[src/inc/qmasd_defs.vh]
// constants for the quad multiply, add/subtract and sum element
//
// Overview of operation
// - multiply pairs 0,1; add or subtract products
// - multiply pairs 2,3; add or subtract products
// - final stage adds both partial results
// - input, pipeline, output stages each bypassable
// - global clock enable and reset; enable low holds
// - each stage picks one of four clocks
`ifndef QMASD_DEFS_VH
`define QMASD_DEFS_VH

// bus geometry
`define QMASD_ADDR_W        4
`define QMASD_DATA_W        32

// register byte offsets
`define QMASD_OFS_CTRL      4'h0
`define QMASD_OFS_RES_LO    4'h4
`define QMASD_OFS_RES_HI    4'h8

// stage configuration register fields
`define QMASD_CTRL_W        10
`define QMASD_CTRL_RST      10'h000
`define QMASD_CTRL_IN_EN    0
`define QMASD_CTRL_PIPE_EN  1
`define QMASD_CTRL_OUT_EN   2
`define QMASD_CTRL_IN_SEL   5:4
`define QMASD_CTRL_PIPE_SEL 7:6
`define QMASD_CTRL_OUT_SEL  9:8

// axi response codes
`define QMASD_RESP_OKAY     2'h0
`define QMASD_RESP_SLVERR   2'h2

// number of selectable clock sources
`define QMASD_NUM_CLK       4

`endif

[src/qmasd_stage.v]
// one register stage with clock-source select and bypass
`timescale 1ns/10ps
`default_nettype none
`include "qmasd_defs.vh"

module qmasd_stage #(
  parameter WIDTH = 8
) (
  input  wire                       sys_clk,
  input  wire                       rst_n,
  input  wire                       sync_rst,
  input  wire                       ce,
  input  wire [`QMASD_NUM_CLK-1:0]  clk_src_tick,
  input  wire [1:0]                 clk_sel,
  input  wire                       stage_en,
  input  wire [WIDTH-1:0]           d,
  output wire [WIDTH-1:0]           q
);

  reg  [WIDTH-1:0] data_r;   // stage contents
  wire             tick;     // edge of the chosen clock source

  // chosen source: one of four ticks, per stage
  assign tick = clk_src_tick[clk_sel];

  // capture on the chosen tick; reset wins over the enable
  always @(posedge sys_clk or negedge rst_n) begin
    if (!rst_n) begin
      data_r <= {WIDTH{1'b0}};
    end else if (tick && sync_rst) begin
      data_r <= {WIDTH{1'b0}};
    end else if (tick && ce) begin
      data_r <= d;
    end
  end

  // bypassed stage passes data straight through, no latency
  assign q = stage_en ? data_r : d;

endmodule
`default_nettype wire

[src/qmasd_top.v]
// quad multiply, add/subtract and sum element with axi4-lite config
//
// Local design decisions: the register offsets and register access over AXI4-Lite.
`timescale 1ns/10ps
`default_nettype none
`include "qmasd_defs.vh"

module qmasd_top #(
  parameter W = 18
) (
  input  wire                       sys_clk,
  input  wire                       rst_n,
  // axi4-lite slave
  input  wire [`QMASD_ADDR_W-1:0]   s_axi_awaddr,
  input  wire [2:0]                 s_axi_awprot,
  input  wire                       s_axi_awvalid,
  output wire                       s_axi_awready,
  input  wire [`QMASD_DATA_W-1:0]   s_axi_wdata,
  input  wire [3:0]                 s_axi_wstrb,
  input  wire                       s_axi_wvalid,
  output wire                       s_axi_wready,
  output wire [1:0]                 s_axi_bresp,
  output wire                       s_axi_bvalid,
  input  wire                       s_axi_bready,
  input  wire [`QMASD_ADDR_W-1:0]   s_axi_araddr,
  input  wire [2:0]                 s_axi_arprot,
  input  wire                       s_axi_arvalid,
  output wire                       s_axi_arready,
  output wire [`QMASD_DATA_W-1:0]   s_axi_rdata,
  output wire [1:0]                 s_axi_rresp,
  output wire                       s_axi_rvalid,
  input  wire                       s_axi_rready,
  // global routing controls
  input  wire                       clock_source_0,
  input  wire                       clock_source_1,
  input  wire                       clock_source_2,
  input  wire                       clock_source_3,
  input  wire                       dsp_ce,
  input  wire                       dsp_rst,
  // operands and add/sub controls
  input  wire [W-1:0]               op_a0,
  input  wire [W-1:0]               op_b0,
  input  wire [W-1:0]               op_a1,
  input  wire [W-1:0]               op_b1,
  input  wire [W-1:0]               op_a2,
  input  wire [W-1:0]               op_b2,
  input  wire [W-1:0]               op_a3,
  input  wire [W-1:0]               op_b3,
  input  wire                       addsub0_sub,
  input  wire                       addsub1_sub,
  output wire [2*W+1:0]             dsp_result
);

  localparam PW  = 2 * W;       // product width, never truncated
  localparam RW  = 2 * W + 2;   // final sum width
  localparam BW  = 8 * W + 2;   // packed stage bus width

  // ---------------------------------------------------------------
  // configuration and bus state
  reg  [`QMASD_CTRL_W-1:0]  ctrl_r;      // stage enables and selects
  reg                       aw_got_r;    // write address held
  reg                       w_got_r;     // write data held
  reg  [`QMASD_ADDR_W-1:0]  awaddr_r;    // held write address
  reg  [`QMASD_DATA_W-1:0]  wdata_r;     // held write data
  reg  [3:0]                wstrb_r;     // held byte enables
  reg                       bvalid_r;    // write response pending
  reg  [1:0]                bresp_r;     // write response code
  reg                       rvalid_r;    // read data pending
  reg  [1:0]                rresp_r;     // read response code
  reg  [`QMASD_DATA_W-1:0]  rdata_r;     // read data
  reg  [`QMASD_CTRL_W-1:0]  ctrl_nxt;    // ctrl after byte merge

  wire [`QMASD_NUM_CLK-1:0] clk_ticks;   // the four clock sources
  wire                      wr_fire;     // both halves of write held
  wire [63:0]               res_ext;     // sign-extended result

  assign clk_ticks = {clock_source_3, clock_source_2,
                      clock_source_1, clock_source_0};

  // ---------------------------------------------------------------
  // add or subtract two products into one extra bit of headroom
  function [PW:0] fn_addsub;
    input [PW-1:0] x;
    input [PW-1:0] y;
    input          sub;
    begin
      if (sub) begin
        fn_addsub = {x[PW-1], x} - {y[PW-1], y};
      end else begin
        fn_addsub = {x[PW-1], x} + {y[PW-1], y};
      end
    end
  endfunction

  // signed full-width product of two operands
  function [PW-1:0] fn_mul;
    input [W-1:0] a;
    input [W-1:0] b;
    begin
      fn_mul = $signed(a) * $signed(b);
    end
  endfunction

  // ---------------------------------------------------------------
  // input stage: operands plus both add/sub controls
  wire [BW-1:0] in_d;   // raw operand bus
  wire [BW-1:0] in_q;   // after input stage

  assign in_d = {addsub1_sub, addsub0_sub, op_b3, op_a3, op_b2, op_a2,
                 op_b1, op_a1, op_b0, op_a0};

  qmasd_stage #(
    .WIDTH (BW)
  ) u_in_stage (
    .sys_clk      (sys_clk),
    .rst_n        (rst_n),
    .sync_rst     (dsp_rst),
    .ce           (dsp_ce),
    .clk_src_tick (clk_ticks),
    .clk_sel      (ctrl_r[`QMASD_CTRL_IN_SEL]),
    .stage_en     (ctrl_r[`QMASD_CTRL_IN_EN]),
    .d            (in_d),
    .q            (in_q)
  );

  // ---------------------------------------------------------------
  // four multipliers, products kept at double width
  wire [PW-1:0] prod0;  // a0 * b0
  wire [PW-1:0] prod1;  // a1 * b1
  wire [PW-1:0] prod2;  // a2 * b2
  wire [PW-1:0] prod3;  // a3 * b3

  assign prod0 = fn_mul(in_q[1*W-1:0*W], in_q[2*W-1:1*W]);
  assign prod1 = fn_mul(in_q[3*W-1:2*W], in_q[4*W-1:3*W]);
  assign prod2 = fn_mul(in_q[5*W-1:4*W], in_q[6*W-1:5*W]);
  assign prod3 = fn_mul(in_q[7*W-1:6*W], in_q[8*W-1:7*W]);

  // ---------------------------------------------------------------
  // pipeline stage between multipliers and adders
  wire [BW-1:0] pipe_d;  // products plus controls
  wire [BW-1:0] pipe_q;  // after pipeline stage

  assign pipe_d = {in_q[BW-1:BW-2], prod3, prod2, prod1, prod0};

  qmasd_stage #(
    .WIDTH (BW)
  ) u_pipe_stage (
    .sys_clk      (sys_clk),
    .rst_n        (rst_n),
    .sync_rst     (dsp_rst),
    .ce           (dsp_ce),
    .clk_src_tick (clk_ticks),
    .clk_sel      (ctrl_r[`QMASD_CTRL_PIPE_SEL]),
    .stage_en     (ctrl_r[`QMASD_CTRL_PIPE_EN]),
    .d            (pipe_d),
    .q            (pipe_q)
  );

  // ---------------------------------------------------------------
  // two add/sub stages, each with its own control, then the sum
  wire [PW:0]   part0;    // first partial result
  wire [PW:0]   part1;    // second partial result
  wire [RW-1:0] sum_d;    // final summation

  assign part0 = fn_addsub(pipe_q[1*PW-1:0*PW], pipe_q[2*PW-1:1*PW],
                           pipe_q[BW-2]);
  assign part1 = fn_addsub(pipe_q[3*PW-1:2*PW], pipe_q[4*PW-1:3*PW],
                           pipe_q[BW-1]);
  assign sum_d = {part0[PW], part0} + {part1[PW], part1};

  // output stage
  qmasd_stage #(
    .WIDTH (RW)
  ) u_out_stage (
    .sys_clk      (sys_clk),
    .rst_n        (rst_n),
    .sync_rst     (dsp_rst),
    .ce           (dsp_ce),
    .clk_src_tick (clk_ticks),
    .clk_sel      (ctrl_r[`QMASD_CTRL_OUT_SEL]),
    .stage_en     (ctrl_r[`QMASD_CTRL_OUT_EN]),
    .d            (sum_d),
    .q            (dsp_result)
  );

  // readback assumes W of 31 or less so the sum fits in 64 bits
  assign res_ext = {{(64-RW){dsp_result[RW-1]}}, dsp_result};

  // ---------------------------------------------------------------
  // axi4-lite write path: address and data taken in either order
  assign s_axi_awready = !aw_got_r && !bvalid_r;
  assign s_axi_wready  = !w_got_r && !bvalid_r;
  assign s_axi_bvalid  = bvalid_r;
  assign s_axi_bresp   = bresp_r;
  assign wr_fire       = aw_got_r && w_got_r && !bvalid_r;

  // byte-lane merge of the configuration word
  always @* begin
    ctrl_nxt = ctrl_r;
    if (wstrb_r[0]) begin
      ctrl_nxt[7:0] = wdata_r[7:0];
    end
    if (wstrb_r[1]) begin
      ctrl_nxt[9:8] = wdata_r[9:8];
    end
    ctrl_nxt[3] = 1'b0;   // reserved bits stay zero
  end

  // hold each write half until both are in, then answer
  always @(posedge sys_clk or negedge rst_n) begin
    if (!rst_n) begin
      aw_got_r <= 1'b0;
      w_got_r  <= 1'b0;
      awaddr_r <= {`QMASD_ADDR_W{1'b0}};
      wdata_r  <= {`QMASD_DATA_W{1'b0}};
      wstrb_r  <= 4'h0;
      bvalid_r <= 1'b0;
      bresp_r  <= `QMASD_RESP_OKAY;
      ctrl_r   <= `QMASD_CTRL_RST;
    end else begin
      if (s_axi_awvalid && s_axi_awready) begin
        aw_got_r <= 1'b1;
        awaddr_r <= s_axi_awaddr;
      end
      if (s_axi_wvalid && s_axi_wready) begin
        w_got_r <= 1'b1;
        wdata_r <= s_axi_wdata;
        wstrb_r <= s_axi_wstrb;
      end
      if (wr_fire) begin
        aw_got_r <= 1'b0;
        w_got_r  <= 1'b0;
        bvalid_r <= 1'b1;
        // only the configuration word is writable
        if (awaddr_r[`QMASD_ADDR_W-1:2] == `QMASD_OFS_CTRL >> 2) begin
          ctrl_r  <= ctrl_nxt;
          bresp_r <= `QMASD_RESP_OKAY;
        end else begin
          bresp_r <= `QMASD_RESP_SLVERR;
        end
      end else if (bvalid_r && s_axi_bready) begin
        bvalid_r <= 1'b0;
      end
    end
  end

  // ---------------------------------------------------------------
  // axi4-lite read path: one read at a time, data one cycle later
  assign s_axi_arready = !rvalid_r;
  assign s_axi_rvalid  = rvalid_r;
  assign s_axi_rresp   = rresp_r;
  assign s_axi_rdata   = rdata_r;

  always @(posedge sys_clk or negedge rst_n) begin
    if (!rst_n) begin
      rvalid_r <= 1'b0;
      rresp_r  <= `QMASD_RESP_OKAY;
      rdata_r  <= {`QMASD_DATA_W{1'b0}};
    end else if (s_axi_arvalid && s_axi_arready) begin
      rvalid_r <= 1'b1;
      rresp_r  <= `QMASD_RESP_OKAY;
      case (s_axi_araddr[`QMASD_ADDR_W-1:2])
        `QMASD_OFS_CTRL >> 2: begin
          rdata_r <= {{(`QMASD_DATA_W-`QMASD_CTRL_W){1'b0}}, ctrl_r};
        end
        `QMASD_OFS_RES_LO >> 2: begin
          rdata_r <= res_ext[31:0];
        end
        `QMASD_OFS_RES_HI >> 2: begin
          rdata_r <= res_ext[63:32];
        end
        default: begin
          // unmapped word reads zero with an error
          rdata_r <= {`QMASD_DATA_W{1'b0}};
          rresp_r <= `QMASD_RESP_SLVERR;
        end
      endcase
    end else if (rvalid_r && s_axi_rready) begin
      rvalid_r <= 1'b0;
    end
  end

endmodule
`default_nettype wire

[config.mk]
export PLATFORM = sky130hd
export DESIGN_NAME = qmasd_top
export DESIGN_NICKNAME = d
export VERILOG_FILES = /design/src/qmasd_stage.v /design/src/qmasd_top.v
export VERILOG_INCLUDE_DIRS = /design/src /design/src/inc
export SDC_FILE = /design/constraint.sdc
export NUM_CORES = 2
export LEC_CHECK = 0
export BUFFER_PORTS_ARGS = -buffer_cell sky130_fd_sc_hd__buf_2
export CORE_AREA = 2 2 544 546
export DETAILED_ROUTE_END_ITERATION = 10
export DIE_AREA = 0 0 546 548
export PLACE_DENSITY_LB_ADDON = 0.2
export SYNTH_ARGS = -nofsm -noshare
export SYNTH_HDL_FRONTEND = slang
export SYNTH_HIERARCHICAL = 1
export SYNTH_SLANG_ARGS = --single-unit
export TNS_END_PERCENT = 50
[constraint.sdc]
create_clock -name sys_clk -period 35.6 [get_ports sys_clk]
set_clock_uncertainty 0.15 [all_clocks]
set_input_delay 8.9 -clock sys_clk [delete_from_list [all_inputs] [get_ports sys_clk]]
set_output_delay 8.9 -clock sys_clk [all_outputs]
set_load 0.01 [all_outputs]
# Word level (Yosys, flattened, before mapping)
# Cells that the tools add are included.
dict set report word_totals {
  register_bits 395
  output_inout_bits 79
}
dict set report classes {
  add_sub_neg 5
  n_mul 4
  magnitude_cmp 3
  eq_ne 2
  n_mux 28
  reduce_logical 31
}
# operator n
set ops {}
lappend ops {{$mux 146} 6}
lappend ops {{$mul 18x18->36} 4}
lappend ops {{$mux 38} 3}
lappend ops {{$pmux 32 s3} 1}
lappend ops {{$add 36x36->37} 2}
lappend ops {{$mux 37} 2}
lappend ops {{$sub 36x36->37} 2}
lappend ops {{$add 37x37->38} 1}
lappend ops {{$logic_and 1x1->1} 15}
lappend ops {{$reduce_bool 2->1} 7}
lappend ops {{$mux 1} 11}
lappend ops {{$lt 2x3->1 const B} 3}
lappend ops {{$bmux 1 s2} 3}
lappend ops {{$reduce_and 3->1} 2}
lappend ops {{$logic_not 1->1} 4}
lappend ops {{$logic_not 2->1} 2}
lappend ops {{$mux 2} 2}
lappend ops {{$reduce_or 3->1} 1}
lappend ops {{$eq 2x1->1 const B} 1}
lappend ops {{$eq 2x2->1 const B} 1}

# Longest topological paths before layout
dict set report logic_depth {
  depth_word 8
  mapped_depth 57
  ltp_nobuf 55
}

# Cells and area by module
# Netlist, hierarchy kept.
# module n_inst cells_per_inst area_per_inst_um2 seq_area_each_um2
set modules_own_cells {}
lappend modules_own_cells {qmasd_top 1 6512 57337.5 1501.4}
lappend modules_own_cells {{qmasd_stage (u_in_stage)} 1 494 6882.9 3653.5}
lappend modules_own_cells {{qmasd_stage (u_pipe_stage)} 1 491 6869.1 3653.5}
lappend modules_own_cells {{qmasd_stage (u_out_stage)} 1 131 1861.8 950.9}

# Worst setup path before layout
# Ideal clock, no wire load.
dict set report synth_timing {
  path_kind {in2out}
  start {input port op_b3[9]}
  end {output port dsp_result[32]}
  arrival_time_ns 19.247
  required_ns 26.550
  path_slack_ns 7.303
  cell_stages 47
  cell_sequence {mux2_2 -> clkbuf_1 -> clkbuf_1 -> nand2_1 -> fa_1 -> inv_1 -> fa_1 -> inv_1 -> fa_1 -> inv_1 -> fa_1 -> fa_1 -> inv_1 -> fa_1 -> inv_1 -> ha_1 -> nand2_1 -> or4_1 -> (+11 left out) -> and3_1 -> a22o_1 -> o21ai_0 -> a21oi_1 -> nor2_1 -> xnor2_1 -> ha_1 -> nand3_1 -> nor2_1 -> nand2_1 -> or3_1 -> o221a_2 -> a211oi_1 -> a21o_1 -> a21o_1 -> a21oi_1 -> xnor2_1 -> mux2_2}
}
dict set report synth_between {
  elab_chain_cells 7
}
# item line_no
set synth_lines {}
lappend synth_lines {{from (decl)} qmasd_top.v:48} ;# input wire [W-1:0] op_b3,
lappend synth_lines {{$mux 146 (*)} qmasd_stage.v:38} ;# assign q = stage_en ? data_r : d;
lappend synth_lines {{$mul 18x18->36 (*)} qmasd_top.v:100} ;# fn_mul = $signed(a) * $signed(b);
lappend synth_lines {{net prod3[18]} qmasd_top.v:131} ;# wire [PW-1:0] prod3;
lappend synth_lines {{$mux 146 (*)} qmasd_stage.v:38}
lappend synth_lines {{net pipe_q[126]} qmasd_top.v:141} ;# wire [BW-1:0] pipe_q;
lappend synth_lines {{$add 36x36->37 / $sub 36x36->37 (equally long branches)} {qmasd_top.v:90, qmasd_top.v:88}}
lappend synth_lines {{$mux 37 (*)} qmasd_top.v:87} ;# if (sub) begin
lappend synth_lines {{$add 37x37->38 (*)} qmasd_top.v:169} ;# assign sum_d = {part0[PW], part0} + {part1[PW], part1};
lappend synth_lines {{net sum_d[32]} qmasd_top.v:163} ;# wire [RW-1:0] sum_d;
lappend synth_lines {{$mux 38 (*)} qmasd_stage.v:38}
lappend synth_lines {{to (decl)} qmasd_top.v:51} ;# output wire [2*W+1:0] dsp_result
# Mark *: on every way through the listed nets, which the timed path passes. The rest lies on a longest branch.

# Worst setup path in the final report
dict set report layout_timing {
  start {input port op_a3[7]}
  end {output port dsp_result[36]}
}
dict set report layout_between {
  elab_chain_cells 7
}
# item line_no
set layout_lines {}
lappend layout_lines {{from (decl)} qmasd_top.v:47} ;# input wire [W-1:0] op_a3,
lappend layout_lines {{$mux 146 (*)} qmasd_stage.v:38}
lappend layout_lines {{net in_q[115]} qmasd_top.v:107} ;# wire [BW-1:0] in_q;
lappend layout_lines {{$mul 18x18->36 (*)} qmasd_top.v:100}
lappend layout_lines {{net prod3[19]} qmasd_top.v:131}
lappend layout_lines {{$mux 146 (*)} qmasd_stage.v:38}
lappend layout_lines {{net pipe_q[127]} qmasd_top.v:141}
lappend layout_lines {{$add 36x36->37 / $sub 36x36->37 (equally long branches)} {qmasd_top.v:90, qmasd_top.v:88}}
lappend layout_lines {{$mux 37 (*)} qmasd_top.v:87}
lappend layout_lines {{$add 37x37->38 (*)} qmasd_top.v:169}
lappend layout_lines {{net sum_d[36]} qmasd_top.v:163}
lappend layout_lines {{$mux 38 (*)} qmasd_stage.v:38}
# Marks and branches as above.

==> results.cfg <==
[worst_setup_path]
timing.critical_path.from_type = primary input
crit_buf_inv = 6
crit_path_frequent_cell = sky130_fd_sc_hd__fa_1
worst_path_max_delay_cell = sky130_fd_sc_hd__a2111oi_0
worst_path_largest_cell_delay_ns = 0.71
path_class = in2out
cp_max_fo = 18
worst_path_dominant_cell_family = adder cells
endpoint_kind = primary output
cp_data_required_time_ns = 26.55
worstPathArrival_ns = 21.44

[drt]
routed_wirelength_normalized_by_instance_count_um = 18.5
count_of_routing_violations_after_the_opening_detailed_route_iteration = 2652
dr_total_vias = 52038
post-route-drc-count = 0
routed_via_density = 4.47
route.final.wire_length_mm = 215
antenna_left = 0
first_pass_iters = 5

[grt]
via_count_of_the_first_global_routing_pass = 56868
global_route.overflow_total = 0
pin_count_of_the_biggest_net_entering_global_routing = 74
grt_pass1_wl_mm = 341
antenna_found_initial = 27
gr-usage-all-layers_pct = 14.6

[status]
status = finished clean

[sta]
fin_tns_setup_ns = 0
fin_worst_hold_slack_ns = 0.341
period_minus_slack_ns = 30.49
layout_worst_path_cycle_share_pct = 85.6
tightestPinTransition_ns = 1.07
timing_hold_violations_final = 0
slew-limit-headroom_pct = 28.6
finalSetupViolCount = 0
rsz_0062_raised_after_global_routing = false
final_max_slew_viol_count = 0
achievable-frequency_mhz = 32.8

[logic_synthesis]
synthesis.area_per_instance_sq_um = 9.56
synthesis.yosys.warnings = 6
number_of_flip_flops_and_latches_in_the_synthesized_netlist = 390
area_of_the_mapped_netlist_sq_um = 73000
synth-edff-count = 0
netlist_instances = 7628
seq_area_frac_synth_pct = 13.4
async_flop_share_pct = 100
synth_flop_cell = sky130_fd_sc_hd__dfrtp_1
synth.distinct_cells = 95

[clock_network]
ctsHoldBuffers = 0
cts_repair_resize_count = 0
clock_tree.root_cell = sky130_fd_sc_hd__clkbuf_16
cts_made_buffers = 60
clk_path_buf_depth = 3
clock_insertion_delay_worst_skew_ns = 0.74
htreeDepth = 2
tritoncts_clock_tree = yes
cts_setup_buffers = 0
cts.sinks = 390
clk_pin_slew_ns = 0.05

[floorplanning]
initial_util_pct = 24.9
fp-row-count = 199
die_height_um = 548
ports = 288
placeableCoreArea_sq_um = 293000
fp.dieW_um = 546
design.die.area_sq_um = 299000

[layout]
areaGrowthSynthToFinish_pct = 9.86
fin_nets = 9660
number_of_fill_cells_in_the_layout = 31214
layout-drive-gt1-share_pct = 10.4

[job]
cap_violations = 0

[min_path]
worstHoldPathType = reg2reg

[place]
io_buffers = 250
dp_hpwl_mm = 174
finalWeightedCongestion = 0.829
cell usage after synthesis (all sizes together), types with 50 or more instances:
library cell,count,share of area (%)
dfrtp,390,13
and2,666,5.7
nand2,701,3.6
a21oi,260,1.8
a21o,111,1.1
mux2,353,5.4
fa,1319,36
xnor2,255,3.1
inv,1529,7.9
a22o,329,4.0
ha,483,8.3
xor2,56,0.67
buf,57,0.56
nor2,256,1.3
nor3,50,0.36
clkbuf,262,1.3
o21ai,107,0.75
stage by stage:
| step | std cells | setup slack, ns | util (%) | cell area [sq um] |
|---|---|---|---|---|
| floorplan | 7629 | 7.30 | - | 73000 |
| global placement | 11506 | 5.22 | 26.6 | 78000 |
| detailed placement | 11506 | 5.19 | 26.6 | 78000 |
| CTS | 11619 | 5.14 | 27.3 | 80100 |
| global route | 11621 | 4.16 | 27.3 | 80100 |
| finish | 11629 | 5.11 | 27.3 | 80100 |
registers in the layout, summed over array words and instances, names as in the netlist:
name	flops
u_in_stage/data_r	146
s_axi_rvalid	1
ctrl_r	9
s_axi_rresp	1
s_axi_rdata	32
wstrb_r	2
aw_got_r	1
u_out_stage/data_r	38
wdata_r	9
awaddr_r	2
s_axi_bvalid	1
s_axi_bresp	1
w_got_r	1
u_pipe_stage/data_r	146
final timing paths:
path	from	endpoint	slack [ns]	depth (start not counted)
setup / recovery	op_a3[7]	dsp_result[36]	5.11	46
hold / removal	u_in_stage/data_r[86]$_DFFE_PN0P_	u_in_stage/data_r[86]$_DFFE_PN0P_	0.34	1
setup reg to reg	ctrl_r[0]$_DFFE_PN0P_	s_axi_rdata[4]$_DFFE_PN0P_	20.35	49
hold reg to reg	u_in_stage/data_r[86]$_DFFE_PN0P_	u_in_stage/data_r[86]$_DFFE_PN0P_	0.34	1
max in group asynchronous	rst_n	u_in_stage/data_r[18]$_DFFE_PN0P_	24.44	4
min in group asynchronous	rst_n	u_in_stage/data_r[119]$_DFFE_PN0P_	7.94	1
final cells by class:
type | count | area [sq um] | share of cell area (%)
multi-input combinational | 5391 | 56100 | 70.0
clock buffer | 81 | 1740 | 2.17
inverter | 1529 | 5740 | 7.16
timing repair buffer | 277 | 1460 | 1.83
tap | 3919 | 4900 | 6.12
clock inverter | 32 | 388 | 0.484
antenna | 10 | 25.0 | 0.0312
sequential | 390 | 9770 | 12.2
placed cells by master, fill, tap and decap left out, types with 256 or more instances in the layout:
cell type | synthesis | layout
sky130_fd_sc_hd__a21oi_1 | 259 | 259
sky130_fd_sc_hd__fa_1 | 1319 | 1319
sky130_fd_sc_hd__mux2_2 | 353 | 353
sky130_fd_sc_hd__dfrtp_1 | 390 | 387
sky130_fd_sc_hd__nor2_1 | 256 | 256
sky130_fd_sc_hd__and2_1 | 664 | 664
sky130_fd_sc_hd__ha_1 | 483 | 483
sky130_fd_sc_hd__a22o_1 | 322 | 322
sky130_fd_sc_hd__inv_1 | 1529 | 1529
sky130_fd_sc_hd__nand2_1 | 700 | 700
routing by layer:
metal	vias to the layer above	part of all wire, %	GRT usage (%)	wire (um)
li1	23891	-	-	-
met1	27057	48	20.4	102000
met2	846	47	24.1	100000
met3	224	3.1	1.47	6680
met4	20	2.5	3.53	5380
met5	-	0.056	0	121
cell families after synthesis:
group	count (synthesis)	share of synthesized area, %
other cells	1	0.00514
fa+ha+maj	1802	44.5
simple gates	1889	12.9
flops	390	13.4
xor+xnor	311	3.73
buf+inv	1848	9.77
mux	364	5.65
compound gates	1023	10.0
Power is not shown: default switching activity piles up to over one toggle a cycle in this logic, so the estimate is an artifact.
